$ cat src/core/usw_pkg.sv
// Function
// - Start enable lets start flag raise interrupt
// - Overflow enable lets overflow flag raise interrupt
// - Pending flag interrupts at once when enabled
// - Wire mode changes outputs only, never inputs
// - Mode zero leaves pins under port control
// - Three-wire: shift output replaces port data bit
// - Three-wire: input and clock pins stay normal
// - Two-wire: open-collector, drivers enabled by direction
// - SDA low when shift bit or port low
// - SCL low when port low or hold
// - Start detection holds SCL until flag cleared
// - Two-wire disables pull-ups, inputs keep working
// - Mode three also holds SCL on overflow
// - Overflow flag set on wrap, cleared by one
// - Start flag sticky until one is written
// - Three-wire: data output taken from shift register bit seven
// - Toggle strobe inverts clock port bit always
package usw_pkg;
  // Register indexes; byte address is four times the index
  localparam logic [7:0] IDX_CTRL = 8'h0d;
  localparam logic [7:0] IDX_STAT = 8'h0e;
  localparam logic [7:0] IDX_DATA = 8'h0f;
  localparam logic [7:0] IDX_PORT = 8'h10;
  localparam logic [7:0] IDX_BUF = 8'h11;
  localparam logic [7:0] RESET_VAL = 8'h00;
  // Control register fields
  localparam int CTRL_SIE = 7;
  localparam int CTRL_OIE = 6;
  localparam int CTRL_CLK = 1;
  localparam int CTRL_TC = 0;
  // Status register fields
  localparam int STAT_SIF = 7;
  localparam int STAT_OIF = 6;
  // Port register fields: port bits 2:0, direction bits 5:3
  localparam int PORT_GIE = 7;
  localparam int PIN_DO = 0;
  localparam int PIN_SD = 1;
  localparam int PIN_CK = 2;
  localparam int DDR_OFS = 3;
  localparam logic [7:0] PORT_MASK = 8'hbf;
  // Wire modes and clock sources
  localparam logic [1:0] WM_OFF = 2'h0;
  localparam logic [1:0] WM_THREE = 2'h1;
  localparam logic [1:0] WM_TWO_HOLD = 2'h3;
  localparam logic [1:0] CS_SOFT = 2'h0;
  localparam logic [1:0] CS_TIMER = 2'h1;
  localparam logic [1:0] CS_EXT_POS = 2'h2;
  localparam logic [3:0] CNT_MAX = 4'hf;
  localparam int FIFO_W = 8;
  localparam int FIFO_D = 8;

  // One pin's drive: level, active-low enable, pull-up
  typedef struct packed {
    logic o;
    logic oe_n;
    logic pu;
  } usw_pin_s;

  // Whole state of the control block
  typedef struct packed {
    logic [7:0] ctrl;
    logic start_flag;
    logic ovf_flag;
    logic [3:0] cnt;
    logic [7:0] shreg;
    logic [7:0] portr;
    logic [1:0] sda_sy;
    logic [1:0] scl_sy;
    logic sda_d;
    logic scl_d;
    logic pready;
    logic pslverr;
    logic [31:0] prdata;
    usw_pin_s do_p;
    usw_pin_s sda_p;
    usw_pin_s scl_p;
    logic sirq;
    logic oirq;
  } usw_state_s;

  // Reset image: every pin released, line samples at their idle high level
  localparam usw_state_s RST_ST = '{
    sda_sy: 2'h3,
    scl_sy: 2'h3,
    sda_d: 1'b1,
    scl_d: 1'b1,
    do_p: '{o: 1'b0, oe_n: 1'b1, pu: 1'b0},
    sda_p: '{o: 1'b0, oe_n: 1'b1, pu: 1'b0},
    scl_p: '{o: 1'b0, oe_n: 1'b1, pu: 1'b0},
    default: '0
  };
endpackage

$ cat src/core/usw_ctrl.sv
`timescale 1ns/1ns
module usw_fifo #(parameter int W = 8, parameter int D = 8)
(
  // Clock and reset
  input wire logic clk_in,
  input wire logic rst_n_in,
  // Fill side
  input wire logic in_valid_in,
  output logic in_ready_out,
  input wire logic [W-1:0] in_data_in,
  // Drain side
  output logic out_valid_out,
  input wire logic out_ready_in,
  output logic [W-1:0] out_data_out
);
  localparam int AW = $clog2(D);
  typedef struct packed {
    logic [D-1:0][W-1:0] mem;
    logic [AW-1:0] wp;
    logic [AW-1:0] rp;
    logic [AW:0] cnt;
  } usw_fifo_st_s;
  usw_fifo_st_s r;
  usw_fifo_st_s n;
  logic push;
  logic pop;

  // Flags come straight from the fill count
  assign in_ready_out = (r.cnt != (AW+1)'(D));
  assign out_valid_out = (r.cnt != '0);
  assign out_data_out = r.mem[r.rp];

  // Pointer and storage update
  always_comb
  begin
    n = r;
    push = in_valid_in && in_ready_out;
    pop = out_valid_out && out_ready_in;
    if (push)
    begin
      n.mem[r.wp] = in_data_in;
      n.wp = r.wp + 1'b1;
    end
    if (pop)
      n.rp = r.rp + 1'b1;
    n.cnt = r.cnt + {{AW{1'b0}}, push} - {{AW{1'b0}}, pop};
  end

  // State register
  always_ff @(posedge clk_in or negedge rst_n_in)
  begin
    if (!rst_n_in)
      r <= '0;
    else
      r <= n;
  end
endmodule

module usw_ctrl
(
  // Clock and reset
  input wire logic CORE_CLK_IN,
  input wire logic RESET_N_IN,
  // APB slave
  input wire logic PSEL_IN,
  input wire logic PENABLE_IN,
  input wire logic PWRITE_IN,
  input wire logic [9:0] PADDR_IN,
  input wire logic [31:0] PWDATA_IN,
  output logic [31:0] PRDATA_OUT,
  output logic PREADY_OUT,
  output logic PSLVERR_OUT,
  // Timer compare match, same clock
  input wire logic TIMER_MATCH_IN,
  // Serial data pin
  input wire logic SDA_IN,
  output logic SDA_OUT,
  output logic SDA_OE_N_OUT,
  output logic SDA_PU_OUT,
  // Shift clock pin
  input wire logic SCL_IN,
  output logic SCL_OUT,
  output logic SCL_OE_N_OUT,
  output logic SCL_PU_OUT,
  // Data output pin
  output logic DO_OUT,
  output logic DO_OE_N_OUT,
  output logic DO_PU_OUT,
  // Interrupt requests
  output logic START_IRQ_OUT,
  output logic OVF_IRQ_OUT
);
  usw_pkg::usw_state_s r;
  usw_pkg::usw_state_s n;
  logic sda;
  logic scl;
  logic scl_rise;
  logic scl_fall;
  logic acc;
  logic commit;
  logic [7:0] idx;
  logic hit;
  logic wr_ctrl;
  logic wr_stat;
  logic wr_data;
  logic wr_port;
  logic rd_buf;
  logic [7:0] wd;
  logic two;
  logic [1:0] wm;
  logic [1:0] cs;
  logic sh_en;
  logic cnt_en;
  logic ovf_ev;
  logic start_ev;
  logic hold;
  logic f_ready;
  logic f_valid;
  logic [7:0] f_data;

  // Receive buffer filled on each counter wrap
  usw_fifo #(.W(usw_pkg::FIFO_W), .D(usw_pkg::FIFO_D)) u_fifo
  (
    .clk_in(CORE_CLK_IN),
    .rst_n_in(RESET_N_IN),
    .in_valid_in(ovf_ev),
    .in_ready_out(f_ready),
    .in_data_in(n.shreg),
    .out_valid_out(f_valid),
    .out_ready_in(rd_buf),
    .out_data_out(f_data)
  );

  // Bus decode; a write lands on the edge that sees pready
  assign acc = PSEL_IN && PENABLE_IN;
  assign commit = acc && r.pready;
  assign idx = PADDR_IN[9:2];
  assign wd = PWDATA_IN[7:0];
  assign hit = (PADDR_IN[1:0] == 2'h0) && idx >= usw_pkg::IDX_CTRL &&
               idx <= usw_pkg::IDX_BUF;
  assign wr_ctrl = commit && PWRITE_IN && idx == usw_pkg::IDX_CTRL &&
                   PADDR_IN[1:0] == 2'h0;
  assign wr_stat = commit && PWRITE_IN && idx == usw_pkg::IDX_STAT &&
                   PADDR_IN[1:0] == 2'h0;
  assign wr_data = commit && PWRITE_IN && idx == usw_pkg::IDX_DATA &&
                   PADDR_IN[1:0] == 2'h0;
  assign wr_port = commit && PWRITE_IN && idx == usw_pkg::IDX_PORT &&
                   PADDR_IN[1:0] == 2'h0;
  assign rd_buf = commit && !PWRITE_IN && idx == usw_pkg::IDX_BUF &&
                  PADDR_IN[1:0] == 2'h0;

  // Synchronised pin levels and their edges
  assign sda = r.sda_sy[1];
  assign scl = r.scl_sy[1];
  assign scl_rise = scl && !r.scl_d;
  assign scl_fall = !scl && r.scl_d;
  assign wm = r.ctrl[5:4];
  assign two = wm[1];
  assign cs = r.ctrl[3:2];

  // Clock source selection; a wrap with a full buffer stalls the shift
  always_comb
  begin
    sh_en = 1'b0;
    cnt_en = 1'b0;
    case (cs)
      usw_pkg::CS_SOFT:
      begin
        sh_en = wr_ctrl && wd[usw_pkg::CTRL_CLK];
        cnt_en = sh_en;
      end
      usw_pkg::CS_TIMER:
      begin
        sh_en = TIMER_MATCH_IN;
        cnt_en = TIMER_MATCH_IN;
      end
      default:
      begin
        sh_en = (cs == usw_pkg::CS_EXT_POS) ? scl_rise : scl_fall;
        cnt_en = r.ctrl[usw_pkg::CTRL_CLK] ?
                 (wr_ctrl && wd[usw_pkg::CTRL_TC]) : (scl_rise || scl_fall);
      end
    endcase
    if (cnt_en && r.cnt == usw_pkg::CNT_MAX && !f_ready)
    begin
      sh_en = 1'b0;
      cnt_en = 1'b0;
    end
  end

  assign ovf_ev = cnt_en && r.cnt == usw_pkg::CNT_MAX;
  // Start condition in two-wire mode, otherwise an external pin clock edge with the strobe bit clear
  assign start_ev = two ? (!sda && r.sda_d && scl) :
                    (cs[1] && !r.ctrl[usw_pkg::CTRL_CLK] &&
                     (scl_rise || scl_fall));

  // Next state: sync, bus, shifter, flags, pins, interrupts
  always_comb
  begin
    n = r;
    hold = 1'b0;
    n.sda_sy = {r.sda_sy[0], SDA_IN};
    n.scl_sy = {r.scl_sy[0], SCL_IN};
    n.sda_d = sda;
    n.scl_d = scl;
    n.pready = acc && !r.pready;
    n.pslverr = acc && !r.pready && !hit;
    n.prdata = '0;
    if (acc && !r.pready)
    begin
      case (idx)
        usw_pkg::IDX_CTRL: n.prdata[7:0] = {r.ctrl[7:2], 2'h0};
        usw_pkg::IDX_STAT:
          n.prdata[7:0] = {r.start_flag, r.ovf_flag, 2'h0, r.cnt};
        usw_pkg::IDX_DATA: n.prdata[7:0] = r.shreg;
        usw_pkg::IDX_PORT: n.prdata[7:0] = r.portr;
        usw_pkg::IDX_BUF: n.prdata[7:0] = f_valid ? f_data : 8'h00;
        default: n.prdata = '0;
      endcase
    end
    if (wr_ctrl)
      n.ctrl = {wd[7:1], 1'b0};
    if (wr_port)
      n.portr = wd & usw_pkg::PORT_MASK;
    if (wr_ctrl && wd[usw_pkg::CTRL_TC])
      n.portr[usw_pkg::PIN_CK] = !r.portr[usw_pkg::PIN_CK];
    // Shifter and counter; a bus write wins over a clock
    if (sh_en)
      n.shreg = {r.shreg[6:0], sda};
    if (wr_data)
      n.shreg = wd;
    if (cnt_en)
      n.cnt = r.cnt + 4'h1;
    if (wr_stat)
      n.cnt = wd[3:0];
    // Flags: write one clears, a same-cycle event wins
    if (wr_stat && wd[usw_pkg::STAT_SIF])
      n.start_flag = 1'b0;
    if (start_ev)
      n.start_flag = 1'b1;
    if (wr_stat && wd[usw_pkg::STAT_OIF])
      n.ovf_flag = 1'b0;
    if (ovf_ev)
      n.ovf_flag = 1'b1;
    // Pins follow the port unless a serial mode takes them
    n.do_p.o = n.portr[usw_pkg::PIN_DO];
    n.do_p.oe_n = !n.portr[usw_pkg::PIN_DO + usw_pkg::DDR_OFS];
    n.do_p.pu = n.do_p.oe_n && n.portr[usw_pkg::PIN_DO];
    n.sda_p.o = n.portr[usw_pkg::PIN_SD];
    n.sda_p.oe_n = !n.portr[usw_pkg::PIN_SD + usw_pkg::DDR_OFS];
    n.sda_p.pu = n.sda_p.oe_n && n.portr[usw_pkg::PIN_SD];
    n.scl_p.o = n.portr[usw_pkg::PIN_CK];
    n.scl_p.oe_n = !n.portr[usw_pkg::PIN_CK + usw_pkg::DDR_OFS];
    n.scl_p.pu = n.scl_p.oe_n && n.portr[usw_pkg::PIN_CK];
    if (n.ctrl[5:4] == usw_pkg::WM_THREE)
      n.do_p.o = n.shreg[7];
    if (n.ctrl[5])
    begin
      hold = n.start_flag || (n.ctrl[5:4] == usw_pkg::WM_TWO_HOLD &&
             n.ovf_flag);
      n.sda_p.o = 1'b0;
      n.sda_p.oe_n = !(n.portr[usw_pkg::PIN_SD + usw_pkg::DDR_OFS] &&
                     (!n.shreg[7] || !n.portr[usw_pkg::PIN_SD]));
      n.sda_p.pu = 1'b0;
      n.scl_p.o = 1'b0;
      n.scl_p.oe_n = !(n.portr[usw_pkg::PIN_CK + usw_pkg::DDR_OFS] &&
                     (!n.portr[usw_pkg::PIN_CK] || hold));
      n.scl_p.pu = 1'b0;
    end
    // Requests follow flag, enable and global enable every cycle
    n.sirq = n.start_flag && n.ctrl[usw_pkg::CTRL_SIE] &&
             n.portr[usw_pkg::PORT_GIE];
    n.oirq = n.ovf_flag && n.ctrl[usw_pkg::CTRL_OIE] &&
             n.portr[usw_pkg::PORT_GIE];
  end

  // State register
  always_ff @(posedge CORE_CLK_IN or negedge RESET_N_IN)
  begin
    if (!RESET_N_IN)
      r <= usw_pkg::RST_ST;
    else
      r <= n;
  end

  // Outputs straight from the state register
  assign PRDATA_OUT = r.prdata;
  assign PREADY_OUT = r.pready;
  assign PSLVERR_OUT = r.pslverr;
  assign SDA_OUT = r.sda_p.o;
  assign SDA_OE_N_OUT = r.sda_p.oe_n;
  assign SDA_PU_OUT = r.sda_p.pu;
  assign SCL_OUT = r.scl_p.o;
  assign SCL_OE_N_OUT = r.scl_p.oe_n;
  assign SCL_PU_OUT = r.scl_p.pu;
  assign DO_OUT = r.do_p.o;
  assign DO_OE_N_OUT = r.do_p.oe_n;
  assign DO_PU_OUT = r.do_p.pu;
  assign START_IRQ_OUT = r.sirq;
  assign OVF_IRQ_OUT = r.oirq;
endmodule

$ cat config.mk
export PLATFORM = sky130hd
export DESIGN_NAME = usw_ctrl
export DESIGN_NICKNAME = d
export VERILOG_FILES = /design/src/core/usw_pkg.sv /design/src/core/usw_ctrl.sv
export SDC_FILE = /design/constraint.sdc
export NUM_CORES = 1
export LEC_CHECK = 0
export ABC_AREA = 1
export BUFFER_PORTS_ARGS = -buffer_cell sky130_fd_sc_hd__buf_2
export CORE_MARGIN = 5
export CORE_UTILIZATION = 45
export DETAILED_ROUTE_END_ITERATION = 8
export PLACE_DENSITY = 0.65
export SYNTH_ARGS = -nofsm -noshare
export SYNTH_HDL_FRONTEND = slang
export SYNTH_SLANG_ARGS = --single-unit
$ cat constraint.sdc
create_clock -name CORE_CLK_IN -period 2.89 [get_ports CORE_CLK_IN]
set_input_delay 0.1445 -clock CORE_CLK_IN [delete_from_list [all_inputs] [get_ports CORE_CLK_IN]]
set_output_delay 0.1445 -clock CORE_CLK_IN [all_outputs]
set_load 0.05 [all_outputs]
==> results.md <==
- The average instance in the mapped netlist occupies 8.54 µm².
- The total of max-cap violations is 0.
- The number of placed cells counting well taps is 988.
- The pin slew with the least headroom to its limit is 0.594 ns.
- The count of nets left with antenna violations after detail routing is 0.
- In the global route stage, overall resource usage came out at 0.207.
- TritonCTS built the clock tree.
- The half-perimeter wire length after placement is 11700 µm.
- The number of instances in the synthesized netlist is 768.
- Of all flip-flops after synthesis, the portion carrying an async set or reset was 1.00.
- The final net count is 892.
- The worst path needs 2.50 ns of the cycle, external delays included.
- The share of total power dissipated in the clock network is 0.452.
- Summed over all nets, the switching power comes to 0.00147 W.
- The worst setup path is captured at a flip-flop.
- The later pin in the worst-skew pair is clocked with a latency of 0.44 ns.
- Of the total power, registers draw 0.404.
- Synthesis inferred 129 register bits.
- The total detailed-routing wirelength is 16700 µm.
- The count of endpoints failing hold in the final timing report was 0.
- Of the post-synthesis cell area, the dominant cell type holds 0.458.
- The maximum number of pins on one net before global-route repair is 47.
- Dividing the detail-routed wire length by the instance count gives 16.3 µm.
- Setup violations remaining at the end of the flow were counted as 0.
- The number of remaining DRC errors is 0.
- The setup TNS is 0 ns.
- The DRC marker count from the first detailed-route iteration is 661.
- The floorplan has 44 rows.
- The final RePlAce weighted congestion is 0.867.
- In this run the cell area measured after placement is 0.00692 mm².
- The area of the core is 0.0144 mm².
- Headroom to the max-slew limit came out at 0.603.
- The detailed-router iteration count before antenna repair is 5.
- The mapped cell area is 0.00656 mm².
- For the worst setup path, the data required time is 3.19 ns.
- Dividing the final minimum period by the clock period gives 0.865.
- The power density over the cells is 671 mW/mm².
- Hold timing on the final database bottoms out at a slack of 0.00753 ns.
- No sink is reached through more buffers than the 2 on the longest clock path.
- The number of I/O port buffers is 46.
- The via-per-instance ratio is 5.28.
- The biggest area contributor in the post-synthesis netlist is dfrtp_1.
- The H-tree depth reported by CTS is 4.
- The area growth from synthesis to layout is 16.3%.
- Among all flip-flop cells after synthesis, the most frequent one is dfrtp_1.
- The I/O pin count is 95.
- The worst setup skew after layout is 0.0132 ns.
- The start-to-end type of the worst setup path is flip-flop to flip-flop.
- The final instance count without filler cells is 1027.
- The kind of start point of the critical path is a flip-flop.
- 0 antenna diodes ended up in the layout.
- Derived from the worst setup path, the maximum achievable clock frequency is 400 MHz.
- Sorting the synthesized cells by area gives the leading types as dfrtp_1 46%, nand2_1 12%, nand3_1 7.0%, o21ai_0 3.9%, buf_4 3.7%.
- The area of all placed cells without fillers is 0.00762 mm².
- The internal portion of the total power is 0.00365 W.
- The final count of pins violating max slew is 0.
- Across the VDD grid, the largest voltage drop is 0.426 mV.
- In this run the worst hold path is classified as primary input to flip-flop.
- Counting the buffers created by CTS gives 17.
- The number of global-route vias before repair was 5142.
- During synthesis, Yosys emitted a total of 0 warnings.
- Yosys mapped a number of flops with a built-in enable equal to 0.
- At the worst endpoint, the arrival time is 2.80 ns.
- Of the total power, the share spent switching nets is 0.287.
- Clock tree synthesis selected as its root buffer the cell clkbuf_16.
- The run finished with clean final reports.
- For this run, the share of the core covered by cells in the final layout is 0.529.
- The netlist uses 43 different library cells.
- The number of antenna violations at the first check in global routing came to 0.
- The overall die height is 131 µm.
- The portion of the post-synthesis area used by sequential elements is 0.494.
- The via count is 5427.
- The die covers 0.0171 mm².
- The die is 131 µm wide.
- The first global-routing pass estimated 27100 µm of wire.
- Along the worst path, the maximum fanout reaches 7.
- For this configuration, the core starts out at a cell density of 0.455.
- In the final layout, the share of cells above drive strength 1 is 0.171.
- Summed over all layers, the global routing overflow is 0.
- Setup repair after global routing left no endpoint under its margin.
- The number of sinks driven by the clock tree is 129.
- Ranked by instance count, the synthesized netlist is headed by 210 x nand2_1, 120 x dfrtp_1, 92 x nand3_1.
- After clock tree synthesis, the clock-pin slew on the worst setup and hold paths is 0.06 ns.
- The static leakage is 3.85 nW.
- The share of total power dissipated in combinational logic is 0.144.
- Among all cell types in the netlist, the one instantiated most often is nand2_1.
[critical path, stage by stage (launching register included)]
cell	delay [ns]
dfstp_2	0.53
inv_1	0.04
ha_1	0.29
nor2_1	0.14
nor2_1	0.06
nand2_1	0.10
nand2_2	0.08
nor2_4	0.15
nand2_4	0.15
inv_2	0.17
ha_1	0.22
fa_1	0.43
[state kept, by name (all words and copies together), names as in the netlist]
register       flops
OVF_IRQ_OUT        1
r                 28
cs                 2
START_IRQ_OUT      1
SDA_OE_N_OUT       1
n                  4
SCL_OUT            1
SCL_OE_N_OUT       1
SDA_OUT            1
DO_PU_OUT          1
DO_OUT             1
PSLVERR_OUT        1
PREADY_OUT         1
SCL_PU_OUT         1
u_fifo.r          74
PRDATA_OUT         8
SDA_PU_OUT         1
DO_OE_N_OUT        1
[per-stage QoR]
stage | total power (W) | worst slack [ns]
floorplan | 0.00264 | 0.368
global placement | 0.00280 | 0.451
detailed placement | 0.00282 | 0.400
CTS | 0.00515 | 0.388
global route | 0.00534 | 0.194
finish | 0.00511 | 0.391
[cells in the final DEF, fill, tap and decap left out, drive strengths merged]
cell           n
fa             1
dfrtp        120
a41oi          3
nor4           1
xor2           6
o211ai         3
nand3b         1
ha            11
o22ai          1
nand3        100
a221oi         5
nor2          74
clkinvlp       2
inv           63
bufinv         4
and2           8
and3           2
conb          24
a21oi         14
a31oi          3
nand2        220
xnor2          2
buf           58
clkbuf        18
dfstp          9
or2            2
clkinv         5
nand4          5
nor3           4
o21ai         51
dlygate4sd3    7
o221ai        16
[cell families (layout without fill, tap and decap cells)]
| group | after synthesis | in the layout | synth area share |
|---|---|---|---|
| AO/OA/AOI/OAI | 96 | 96 | 0.0910 |
| XOR/XNOR | 8 | 8 | 0.0107 |
| adder cells (fa/ha/maj) | 12 | 12 | 0.0240 |
| buffers and inverters | 105 | 157 | 0.0807 |
| flip-flops | 129 | 129 | 0.494 |
| other | 1 | 24 | 0.000572 |
| AND/OR/NAND/NOR | 417 | 417 | 0.299 |
[repair_timing]
action | CTS | global route
resized for setup | 0 | 0
endpoints found under the hold margin | 40 | 0
hold buffers | 7 | 0
buffers inserted | 0 | 0
[power groups by stage]
stage	logic (W)	clock network [W]	registers [W]
floorplan	0.000563	0	0.00208
global placement	0.000712	0	0.00209
detailed placement	0.000734	0	0.00209
CTS	0.000743	0.00234	0.00206
global route	0.000824	0.00244	0.00208
finish	0.000734	0.00231	0.00207
[routing by layer]
layer / global-route usage / vias to the layer above / routed length (µm)
met3: 0.0528 / 27 / 1200
li1: - / 2616 / -
met4: 0.0780 / 0 / 335
met2: 0.308 / 192 / 7610
met5: 0 / - / 0
met1: 0.292 / 2592 / 7590
[final timing paths]
| kind | from | end | slack (ns) | cells after the start |
|---|---|---|---|---|
| hold reg to reg | n[50] | n[46] | 0.35 | 0 |
| setup reg to reg | r[45] | u_fifo.r[1] | 0.39 | 11 |
| max in group asynchronous | RESET_N_IN | u_fifo.r[68] | 1.97 | 3 |
| setup / recovery | r[45] | u_fifo.r[1] | 0.39 | 11 |
| min in group asynchronous | RESET_N_IN | SDA_OUT | 0.26 | 2 |
| hold / removal | PWDATA_IN[4] | r[77] | 0.008 | 3 |
[area by class of cell]
| class | count | area (µm²) |
|---|---|---|
| Clock buffer | 18 | 429 |
| Clock inverter | 14 | 205 |
| Multi-Input combinational cell | 557 | 2870 |
| Inverter | 60 | 228 |
| Sequential cell | 129 | 3240 |
| Fill cell | 1352 | 6800 |
| Tap cell | 184 | 230 |
| Timing Repair Buffer | 65 | 418 |
Note: power is estimated with default switching activity, not from simulation.
